File: config.mk
export PLATFORM = sky130hd
export DESIGN_NAME = cwd_config_decode
export DESIGN_NICKNAME = d
export VERILOG_FILES = /design/src/cwd_pkg.sv /design/src/cwd_config_decode.sv /design/src/cwd_wdt_counter.sv
export SDC_FILE = /design/constraint.sdc
export NUM_CORES = 1
export LEC_CHECK = 0
export BUFFER_PORTS_ARGS = -buffer_cell sky130_fd_sc_hd__buf_2
export CAP_MARGIN = 20
export CORE_UTILIZATION = 30
export DETAILED_ROUTE_END_ITERATION = 8
export MAX_ROUTING_LAYER = met4
export PLACE_DENSITY = 0.51
export SYNTH_ARGS = -nofsm -noshare
export SYNTH_HDL_FRONTEND = slang
export SYNTH_SLANG_ARGS = --single-unit
File: constraint.sdc
create_clock -name hclk -period 5.3 [get_ports hclk]
set_clock_uncertainty 0.2 [all_clocks]
set_input_delay 1.325 -clock hclk [delete_from_list [all_inputs] [get_ports hclk]]
set_output_delay 1.325 -clock hclk [all_outputs]
set_load 0.02 [all_outputs]
File: src/cwd_pkg.sv
// Constants, register map, field positions and state types for the configuration word decoder.
// Assumes a single 40 MHz clock domain and an AHB-Lite register port.
`default_nettype none

package cwd_pkg;

   // Register byte addresses.
   localparam logic [7:0] CWD_ADDR_WORD_ONE = 8'h00;
   localparam logic [7:0] CWD_ADDR_WORD_TWO = 8'h04;
   localparam logic [7:0] CWD_ADDR_CTRL     = 8'h08;
   localparam logic [7:0] CWD_ADDR_STATUS   = 8'h0c;
   localparam logic [7:0] CWD_ADDR_TIMEOUT  = 8'h10;

   // Reset value of a configuration word before it is reloaded: erased bits read as ones.
   localparam logic [15:0] CWD_WORD_RESET   = 16'hffff;
   localparam logic [7:0]  CWD_UNIMPL_ONES  = 8'hff;

   // Word one fields.
   localparam int CWD_W1_PRESCALE_BIT = 4;
   localparam int CWD_W1_POST_LSB     = 0;
   localparam int CWD_W1_WDTCFG_LSB   = 5;

   // Word two fields.
   localparam int CWD_W2_TWO_SPEED_BIT = 15;
   localparam int CWD_W2_VREF_LSB      = 11;
   localparam int CWD_W2_OSC_LSB       = 8;

   // Control and status bit positions.
   localparam int CWD_CTRL_SW_EN_BIT  = 0;
   localparam int CWD_CTRL_KICK_BIT   = 1;
   localparam int CWD_STAT_ACTIVE_BIT = 0;
   localparam int CWD_STAT_TMO_BIT    = 1;
   localparam int CWD_STAT_LOADED_BIT = 2;

   // Decoded ratios and codes.
   localparam logic [7:0]  CWD_PRESCALE_128  = 8'h80;
   localparam logic [7:0]  CWD_PRESCALE_32   = 8'h20;
   localparam logic [15:0] CWD_POSTSCALE_ONE = 16'h0001;
   localparam logic [1:0]  CWD_VREF_ALL_B    = 2'h0;
   localparam logic [1:0]  CWD_VREF_ADC_ALT  = 2'h1;
   localparam logic [1:0]  CWD_VREF_CMP_ALT  = 2'h2;
   localparam logic [2:0]  CWD_OSC_FRC_DIV   = 3'h7;
   localparam logic [1:0]  CWD_WDT_ALWAYS    = 2'h3;
   localparam logic [1:0]  CWD_WDT_SOFT      = 2'h2;
   localparam logic [1:0]  CWD_WDT_RUN_ONLY  = 2'h1;

   // Loader states, one-hot.
   typedef enum logic [1:0] {
      CWD_ST_LOAD = 2'b01,
      CWD_ST_RUN  = 2'b10
   } cwd_state_t;

   // Whole state of the decoder.
   typedef struct packed {
      cwd_state_t  state;
      logic [15:0] word_one;
      logic [15:0] word_two;
      logic        soft_wdt_enable;
      logic        kick;
      logic        timeout_flag;
      logic        dp_valid;
      logic        dp_write;
      logic [7:0]  dp_addr;
      logic [31:0] rdata;
   } cwd_regs_t;

   // Whole state of the watchdog counter.
   typedef struct packed {
      logic [23:0] count;
      logic        expired;
   } cwd_wdt_t;

endpackage : cwd_pkg

`default_nettype wire

File: src/cwd_config_decode.sv
// Configuration word decoder with an AHB-Lite register port and a watchdog counter.
// Assumes the nonvolatile words are stable on their inputs whenever reset is released.
`default_nettype none
`timescale 1ns/1ps

module cwd_config_decode (
   // Clock and reset.
   input  wire logic        hclk,
   input  wire logic        hresetn,
   // AHB-Lite slave.
   input  wire logic        hsel,
   input  wire logic [31:0] haddr,
   input  wire logic [1:0]  htrans,
   input  wire logic        hwrite,
   input  wire logic [2:0]  hsize,
   input  wire logic [31:0] hwdata,
   input  wire logic        hready,
   output logic             hreadyout,
   output logic             hresp,
   output logic [31:0]      hrdata,
   // Nonvolatile words and device mode.
   input  wire logic [15:0] nv_word_one,
   input  wire logic [15:0] nv_word_two,
   input  wire logic        sleep_mode,
   // Watchdog setup.
   output logic [7:0]       wdt_prescale_ratio,
   output logic [15:0]      wdt_postscale_ratio,
   output logic [23:0]      wdt_timeout_periods,
   output logic             wdt_enabled,
   output logic             wdt_timeout,
   // Clock start-up.
   output logic             two_speed_startup_en,
   output logic [2:0]       initial_osc_sel,
   output logic             fast_rc_divided,
   // Reference routing, 1 selects port A pins 10 and 9, 0 port B pins 0 and 1.
   output logic             cmp_vref_on_port_a,
   output logic             adc_vref_on_port_a
);

   cwd_pkg::cwd_regs_t st_r;
   cwd_pkg::cwd_regs_t st_nxt;

   logic [3:0]  wdt_postscale_sel;
   logic [1:0]  wdt_config_field;
   logic [1:0]  alt_vref_route_sel;
   logic        wdt_prescale_sel;
   logic        addr_phase;
   logic        wdt_expired;
   logic [23:0] timeout_product;

   assign wdt_prescale_sel   = st_r.word_one[cwd_pkg::CWD_W1_PRESCALE_BIT];
   assign wdt_postscale_sel  = st_r.word_one[cwd_pkg::CWD_W1_POST_LSB +: 4];
   assign wdt_config_field   = st_r.word_one[cwd_pkg::CWD_W1_WDTCFG_LSB +: 2];
   assign alt_vref_route_sel = st_r.word_two[cwd_pkg::CWD_W2_VREF_LSB +: 2];
   assign addr_phase         = hsel && htrans[1] && hready;

   always_comb begin
      wdt_prescale_ratio = wdt_prescale_sel ? cwd_pkg::CWD_PRESCALE_128
                                            : cwd_pkg::CWD_PRESCALE_32;
   end

   assign wdt_postscale_ratio = cwd_pkg::CWD_POSTSCALE_ONE << wdt_postscale_sel;

   assign timeout_product = {16'h0000, wdt_prescale_ratio} * {8'h00, wdt_postscale_ratio};
   assign wdt_timeout_periods = timeout_product;

   always_comb begin
      case (wdt_config_field)
         cwd_pkg::CWD_WDT_ALWAYS:   wdt_enabled = 1'b1;
         cwd_pkg::CWD_WDT_SOFT:     wdt_enabled = st_r.soft_wdt_enable;
         cwd_pkg::CWD_WDT_RUN_ONLY: wdt_enabled = !sleep_mode;
         default:                   wdt_enabled = 1'b0;
      endcase
   end

   assign two_speed_startup_en = st_r.word_two[cwd_pkg::CWD_W2_TWO_SPEED_BIT];

   assign initial_osc_sel = st_r.word_two[cwd_pkg::CWD_W2_OSC_LSB +: 3];
   assign fast_rc_divided = (initial_osc_sel == cwd_pkg::CWD_OSC_FRC_DIV);

   // The undocumented routing code 11 falls back to port B so no reference floats.
   always_comb begin
      case (alt_vref_route_sel)
         cwd_pkg::CWD_VREF_ALL_B: begin
            cmp_vref_on_port_a = 1'b0;
            adc_vref_on_port_a = 1'b0;
         end
         cwd_pkg::CWD_VREF_ADC_ALT: begin
            cmp_vref_on_port_a = 1'b0;
            adc_vref_on_port_a = 1'b1;
         end
         cwd_pkg::CWD_VREF_CMP_ALT: begin
            cmp_vref_on_port_a = 1'b1;
            adc_vref_on_port_a = 1'b0;
         end
         default: begin
            cmp_vref_on_port_a = 1'b0;
            adc_vref_on_port_a = 1'b0;
         end
      endcase
   end

   cwd_wdt_counter u_wdt (
      .hclk    (hclk),
      .hresetn (hresetn),
      .enable  (wdt_enabled && st_r.state == cwd_pkg::CWD_ST_RUN),
      .clear   (st_r.kick),
      .limit   (timeout_product),
      .expired (wdt_expired)
   );

   // Read data is prepared at the address phase so that it stands through the zero-wait data phase.
   always_comb begin
      st_nxt      = st_r;
      st_nxt.kick = 1'b0;
      case (st_r.state)
         cwd_pkg::CWD_ST_LOAD: begin
            st_nxt.word_one = nv_word_one;
            st_nxt.word_two = nv_word_two;
            st_nxt.state    = cwd_pkg::CWD_ST_RUN;
         end
         cwd_pkg::CWD_ST_RUN: begin
            st_nxt.state = cwd_pkg::CWD_ST_RUN;
         end
         default: begin
            st_nxt.state = cwd_pkg::CWD_ST_LOAD;
         end
      endcase
      if (st_r.dp_valid && st_r.dp_write) begin
         case (st_r.dp_addr)
            cwd_pkg::CWD_ADDR_CTRL: begin
               st_nxt.soft_wdt_enable = hwdata[cwd_pkg::CWD_CTRL_SW_EN_BIT];
               st_nxt.kick            = hwdata[cwd_pkg::CWD_CTRL_KICK_BIT];
            end
            cwd_pkg::CWD_ADDR_STATUS: begin
               if (hwdata[cwd_pkg::CWD_STAT_TMO_BIT]) begin
                  st_nxt.timeout_flag = 1'b0;
               end
            end
            default: begin
               st_nxt.timeout_flag = st_nxt.timeout_flag;
            end
         endcase
      end
      // An expiry in the same cycle as a clear keeps the flag set.
      if (wdt_expired) begin
         st_nxt.timeout_flag = 1'b1;
      end
      st_nxt.dp_valid = addr_phase;
      st_nxt.dp_write = hwrite;
      st_nxt.dp_addr  = haddr[7:0];
      st_nxt.rdata    = 32'h00000000;
      if (addr_phase && !hwrite) begin
         case (haddr[7:0])
            cwd_pkg::CWD_ADDR_WORD_ONE: begin
               st_nxt.rdata = {8'h00, cwd_pkg::CWD_UNIMPL_ONES, st_r.word_one};
            end
            cwd_pkg::CWD_ADDR_WORD_TWO: begin
               st_nxt.rdata = {8'h00, cwd_pkg::CWD_UNIMPL_ONES, st_r.word_two};
            end
            cwd_pkg::CWD_ADDR_CTRL: begin
               st_nxt.rdata[cwd_pkg::CWD_CTRL_SW_EN_BIT] = st_r.soft_wdt_enable;
            end
            cwd_pkg::CWD_ADDR_STATUS: begin
               st_nxt.rdata[cwd_pkg::CWD_STAT_ACTIVE_BIT] = wdt_enabled;
               st_nxt.rdata[cwd_pkg::CWD_STAT_TMO_BIT]    = st_r.timeout_flag;
               st_nxt.rdata[cwd_pkg::CWD_STAT_LOADED_BIT] =
                  (st_r.state == cwd_pkg::CWD_ST_RUN);
            end
            cwd_pkg::CWD_ADDR_TIMEOUT: begin
               st_nxt.rdata = {8'h00, timeout_product};
            end
            default: begin
               st_nxt.rdata = 32'h00000000;
            end
         endcase
      end
   end

   // Words reset to the erased value and are reloaded one cycle after reset is released.
   always_ff @(posedge hclk or negedge hresetn) begin
      if (!hresetn) begin
         st_r          <= '0;
         st_r.state    <= cwd_pkg::CWD_ST_LOAD;
         st_r.word_one <= cwd_pkg::CWD_WORD_RESET;
         st_r.word_two <= cwd_pkg::CWD_WORD_RESET;
      end else begin
         st_r <= st_nxt;
      end
   end

   assign hreadyout   = 1'b1;
   assign hresp       = 1'b0;
   assign hrdata      = st_r.rdata;
   assign wdt_timeout = st_r.timeout_flag;

endmodule : cwd_config_decode

`default_nettype wire

File: src/cwd_wdt_counter.sv
// Watchdog counter: counts clock periods up to a limit and pulses on expiry.
// Assumes the limit is the product of the two ratios and stays stable while counting.
`default_nettype none
`timescale 1ns/1ps

module cwd_wdt_counter (
   // Clock and reset.
   input  wire logic        hclk,
   input  wire logic        hresetn,
   // Control.
   input  wire logic        enable,
   input  wire logic        clear,
   input  wire logic [23:0] limit,
   // Result.
   output logic             expired
);

   cwd_pkg::cwd_wdt_t st_r;
   cwd_pkg::cwd_wdt_t st_nxt;

   always_comb begin
      st_nxt         = st_r;
      st_nxt.expired = 1'b0;
      if (clear || !enable) begin
         st_nxt.count = 24'h000000;
      end else if (st_r.count == limit - 24'h000001) begin
         st_nxt.count   = 24'h000000;
         st_nxt.expired = 1'b1;
      end else begin
         st_nxt.count = st_r.count + 24'h000001;
      end
   end

   always_ff @(posedge hclk or negedge hresetn) begin
      if (!hresetn) begin
         st_r <= '0;
      end else begin
         st_r <= st_nxt;
      end
   end

   assign expired = st_r.expired;

endmodule : cwd_wdt_counter

`default_nettype wire

==> key figures <==
STA
  – Final period utilization: 97.2%
  – Fin crit period: 5.15 ns
  – Final Hold Fails: 0
  – Final Slew Violations: 0
  – FMAX: 0.194 GHz
  – RSZ-0062 raised after global routing: false
  – Setup TNS: 0 ns
  – Slew Limit Headroom: 35.8%
  – Final setup viols: 0
  – Worst slew pin tran: 0.960 ns

Synth
  – Syn Std Cell Area: 0.00659 mm²
  – Compound-Gate Fraction of Synth Area: 10.5%
  – Simple-Gate Fraction of Synth Area: 17.0%
  – Adder-Cell Fraction of Synth Area: 10.9%
  – Netlist cell types: 75
  – Post-synth EDFFs: 0
  – Main combinational cell family by area after synthesis: simple AND/OR/NAND/NOR gates
  – Asr flop ratio synth: 100%
  – Sequential-to-total area share from yosys stat: 37.1%
  – Synth Register Bits: 96
  – Avg Cell Area, Syn: 10.1 µm²
  – Top_reg_cell synth: dfrtp_1
  – YS warnings: 0
  – Synth top area cells: dfrtp_1 (24%), dfstp_2 (13%), ha_1 (10%)
  – Synth cell count leaders: dfrtp_1 (63), ha_1 (55), nor2_1 (50)
  – Synth top area share: 23.9%
  – XOR/XNOR share of the synthesized area: 7.48%
  – Synth Instances: 655
  – Cell taking the most area after synthesis: dfrtp_1
  – Mux cell area share after synthesis: 8.62%
  – Most common cell in the netlist: dfrtp_1

GRT
  – Global-route wire length before repair: 25900 µm
  – Gr ovfl total: 0
  – Antenna violations before repair: 0
  – Largest net degree at the start of global routing: 72
  – Vias in the first global route: 4897
  – GR Util All Layers: 15.4%

Detailed routing
  – First-pass DRT Iterations: 4
  – Starting DRT DRC Count: 238
  – Total number of vias: 5014
  – Drt drc: 0
  – Met3 WL: 785 µm
  – Post-route ant nets: 0
  – Max Used Layer: met4
  – Final WL: 16300 µm
  – Vias per inst: 4.75
  – Routed len/inst: 15.4 µm
  – Metal2 WL: 7300 µm
  – Met1 WL: 8030 µm

Placed design
  – Post-DP HPWL: 12600 µm
  – I/O Buffers: 117
  – RePlAce Congestion: 0.803

Die
  – Die width: 150 µm
  – Row count: 53
  – Ports: 198
  – Core ar.: 0.0213 mm²
  – Die area: 0.0226 mm²
  – Starting Density: 31.0%
  – DIE HEIGHT: 150 µm

Clock tree
  – Deepest clock path buffer count: 2
  – Clk_lat worst skew: 0.35 ns
  – Clk slew on worst S/H paths: 0.07 ns
  – CTS Sinks: 96
  – Clock root buffer: clkbuf_16
  – CTS tree: done
  – Hold-fix buffers at CTS: 0
  – TritonCTS Buffers: 9
  – H-tree Lvls: 3

Power
  – Worst IR Drop VDD: 0.000139 V
  – Overall power: 1.74 mW
  – LEAKAGE: 3.63 nW
  – Pwr/cell area: 224 mW/mm²

Worst setup path
  – RR Endpoint: u_wdt.st_r[2]$_DFF_PN0_
  – CP arrival: 3.63 ns
  – Crit path max fanout: 5
  – Critical Path RT: 3.77 ns
  – WS Path Type: flop to output port
  – R2R setup slack: 0.24 ns
  – Worst Setup SP: st_r[62]$_DFFE_PN1N_
  – CP startpoint kind: flop
  – Worst-case reg-to-reg path depth: 14
  – Reg-to-reg startpoint: st_r[65]$_DFFE_PN1N_
  – CP endpoint kind: output port

Run
  – Max-cap violation count: 0

Min path
  – Worst hold path class: flop to flop
  – Hold Startpoint: u_wdt.expired$_DFF_PN0_
  – Hold endpoint: wdt_timeout$_DFFE_PN0P_
  – Hold path depth: 1

Final layout
  – # diodes: 0
  – Filler cell count: 2194
  – Layout area overhead: 18.2%
  – Final #Nets: 938
  – Share of layout cells above drive strength 1: 36.5%

Outcome
  – Outcome: completed
[cell usage in the layout (no fill, tap or decap), types with 24 or more instances in the layout]
cell / count
nand2_1: 35
ha_1: 54
a21oi_1: 24
mux2_2: 44
xnor2_1: 32
buf_2: 116
dfstp_2: 33
nor2_1: 50
dfrtp_1: 63
buf_4: 29
conb_1: 35
[layout make-up]
| type | instances | area, µm² | area share (%) |
|---|---|---|---|
| multi-input combinational | 500 | 3820 | 49.0 |
| tap | 275 | 344 | 4.41 |
| timing repair buffer | 146 | 818 | 10.5 |
| sequential | 96 | 2440 | 31.4 |
| clock buffer | 10 | 229 | 2.94 |
| clock inverter | 6 | 56.3 | 0.722 |
| inverter | 22 | 82.6 | 1.06 |
[per-stage QoR]
step / utilization, % / worst slack (ns) / hold slack (ns) / area, µm² / std cells
after global placement: 34.8 / 0.104 / 0.213 / 7410 / 1037
after detailed placement: 34.8 / 0.0882 / 0.217 / 7410 / 1037
after global routing: 36.6 / 0.00212 / 0.261 / 7790 / 1055
after CTS: 36.2 / 0.0748 / 0.233 / 7700 / 1054
final: 36.6 / 0.147 / 0.229 / 7790 / 1055
after floorplan: - / 0.0746 / 0.204 / 6720 / 688
[metal layers]
| layer | vias up | track usage (%) |
|---|---|---|
| met2 | 122 | 23.8 |
| li1 | 2470 | - |
| met4 | 0 | 3.64 |
| met3 | 10 | 2.85 |
| met5 | - | - |
| met1 | 2412 | 20.8 |
[cells by family after synthesis]
group | count (synthesis)
AO/OA/AOI/OAI | 94
AND/OR/NAND/NOR | 211
flip-flops | 96
XOR/XNOR | 53
adder cells (fa/ha/maj) | 57
multiplexers | 50
other | 2
buffers and inverters | 92
[where the power goes]
part | internal, mW | leakage (nW) | switching [mW]
clock network | 0.325 | 0.128 | 0.295
registers | 0.763 | 1.20 | 0.0144
logic | 0.135 | 2.31 | 0.212
total | 1.22 | 3.63 | 0.521
[how the worst max path moves through the flow]
stage | endpoint | slack (ns)
2_1_floorplan | u_wdt.st_r[2]$_DFF_PN0_ | 0.07
3_3_place_gp | u_wdt.st_r[2]$_DFF_PN0_ | 0.10
4_1_cts | wdt_timeout_periods[18] | 0.07
6_report | wdt_timeout_periods[18] | 0.15
3_5_place_dp | u_wdt.st_r[24]$_DFF_PN0_ | 0.09
5_1_grt | u_wdt.st_r[2]$_DFF_PN0_ | 0.002
[what timing repair did]
| item | in CTS | in global routing |
|---|---|---|
| setup buffers | 1 | 1 |
| endpoints found under the hold margin | 0 | 0 |
| setup endpoints to repair | 1 | 26 |
| gates cloned | 0 | 0 |
| resized for setup | 1 | 15 |
| pin swaps | 0 | 1 |
[flip-flops by register name (all words and copies together), names as in the netlist]
signal and count:
st_r 40, wdt_timeout 1, u_wdt.st_r 24, initial_osc_sel 3, alt_vref_route_sel 2, u_wdt.expired 1
hrdata 24, two_speed_startup_en 1
[critical path, cell delays in order, from the launching register on]
cell and delay (ns):
dfstp_2 0.56, nand2b_1 0.13, buf_4 0.14, nor2_1 0.06, mux2_2 0.27, ha_1 0.29, ha_1 0.29, ha_1 0.30
ha_1 0.33, or4_4 0.57, nand3_4 0.13, inv_1 0.06, buf_2 0.15
(Power assumes the default switching activity.)
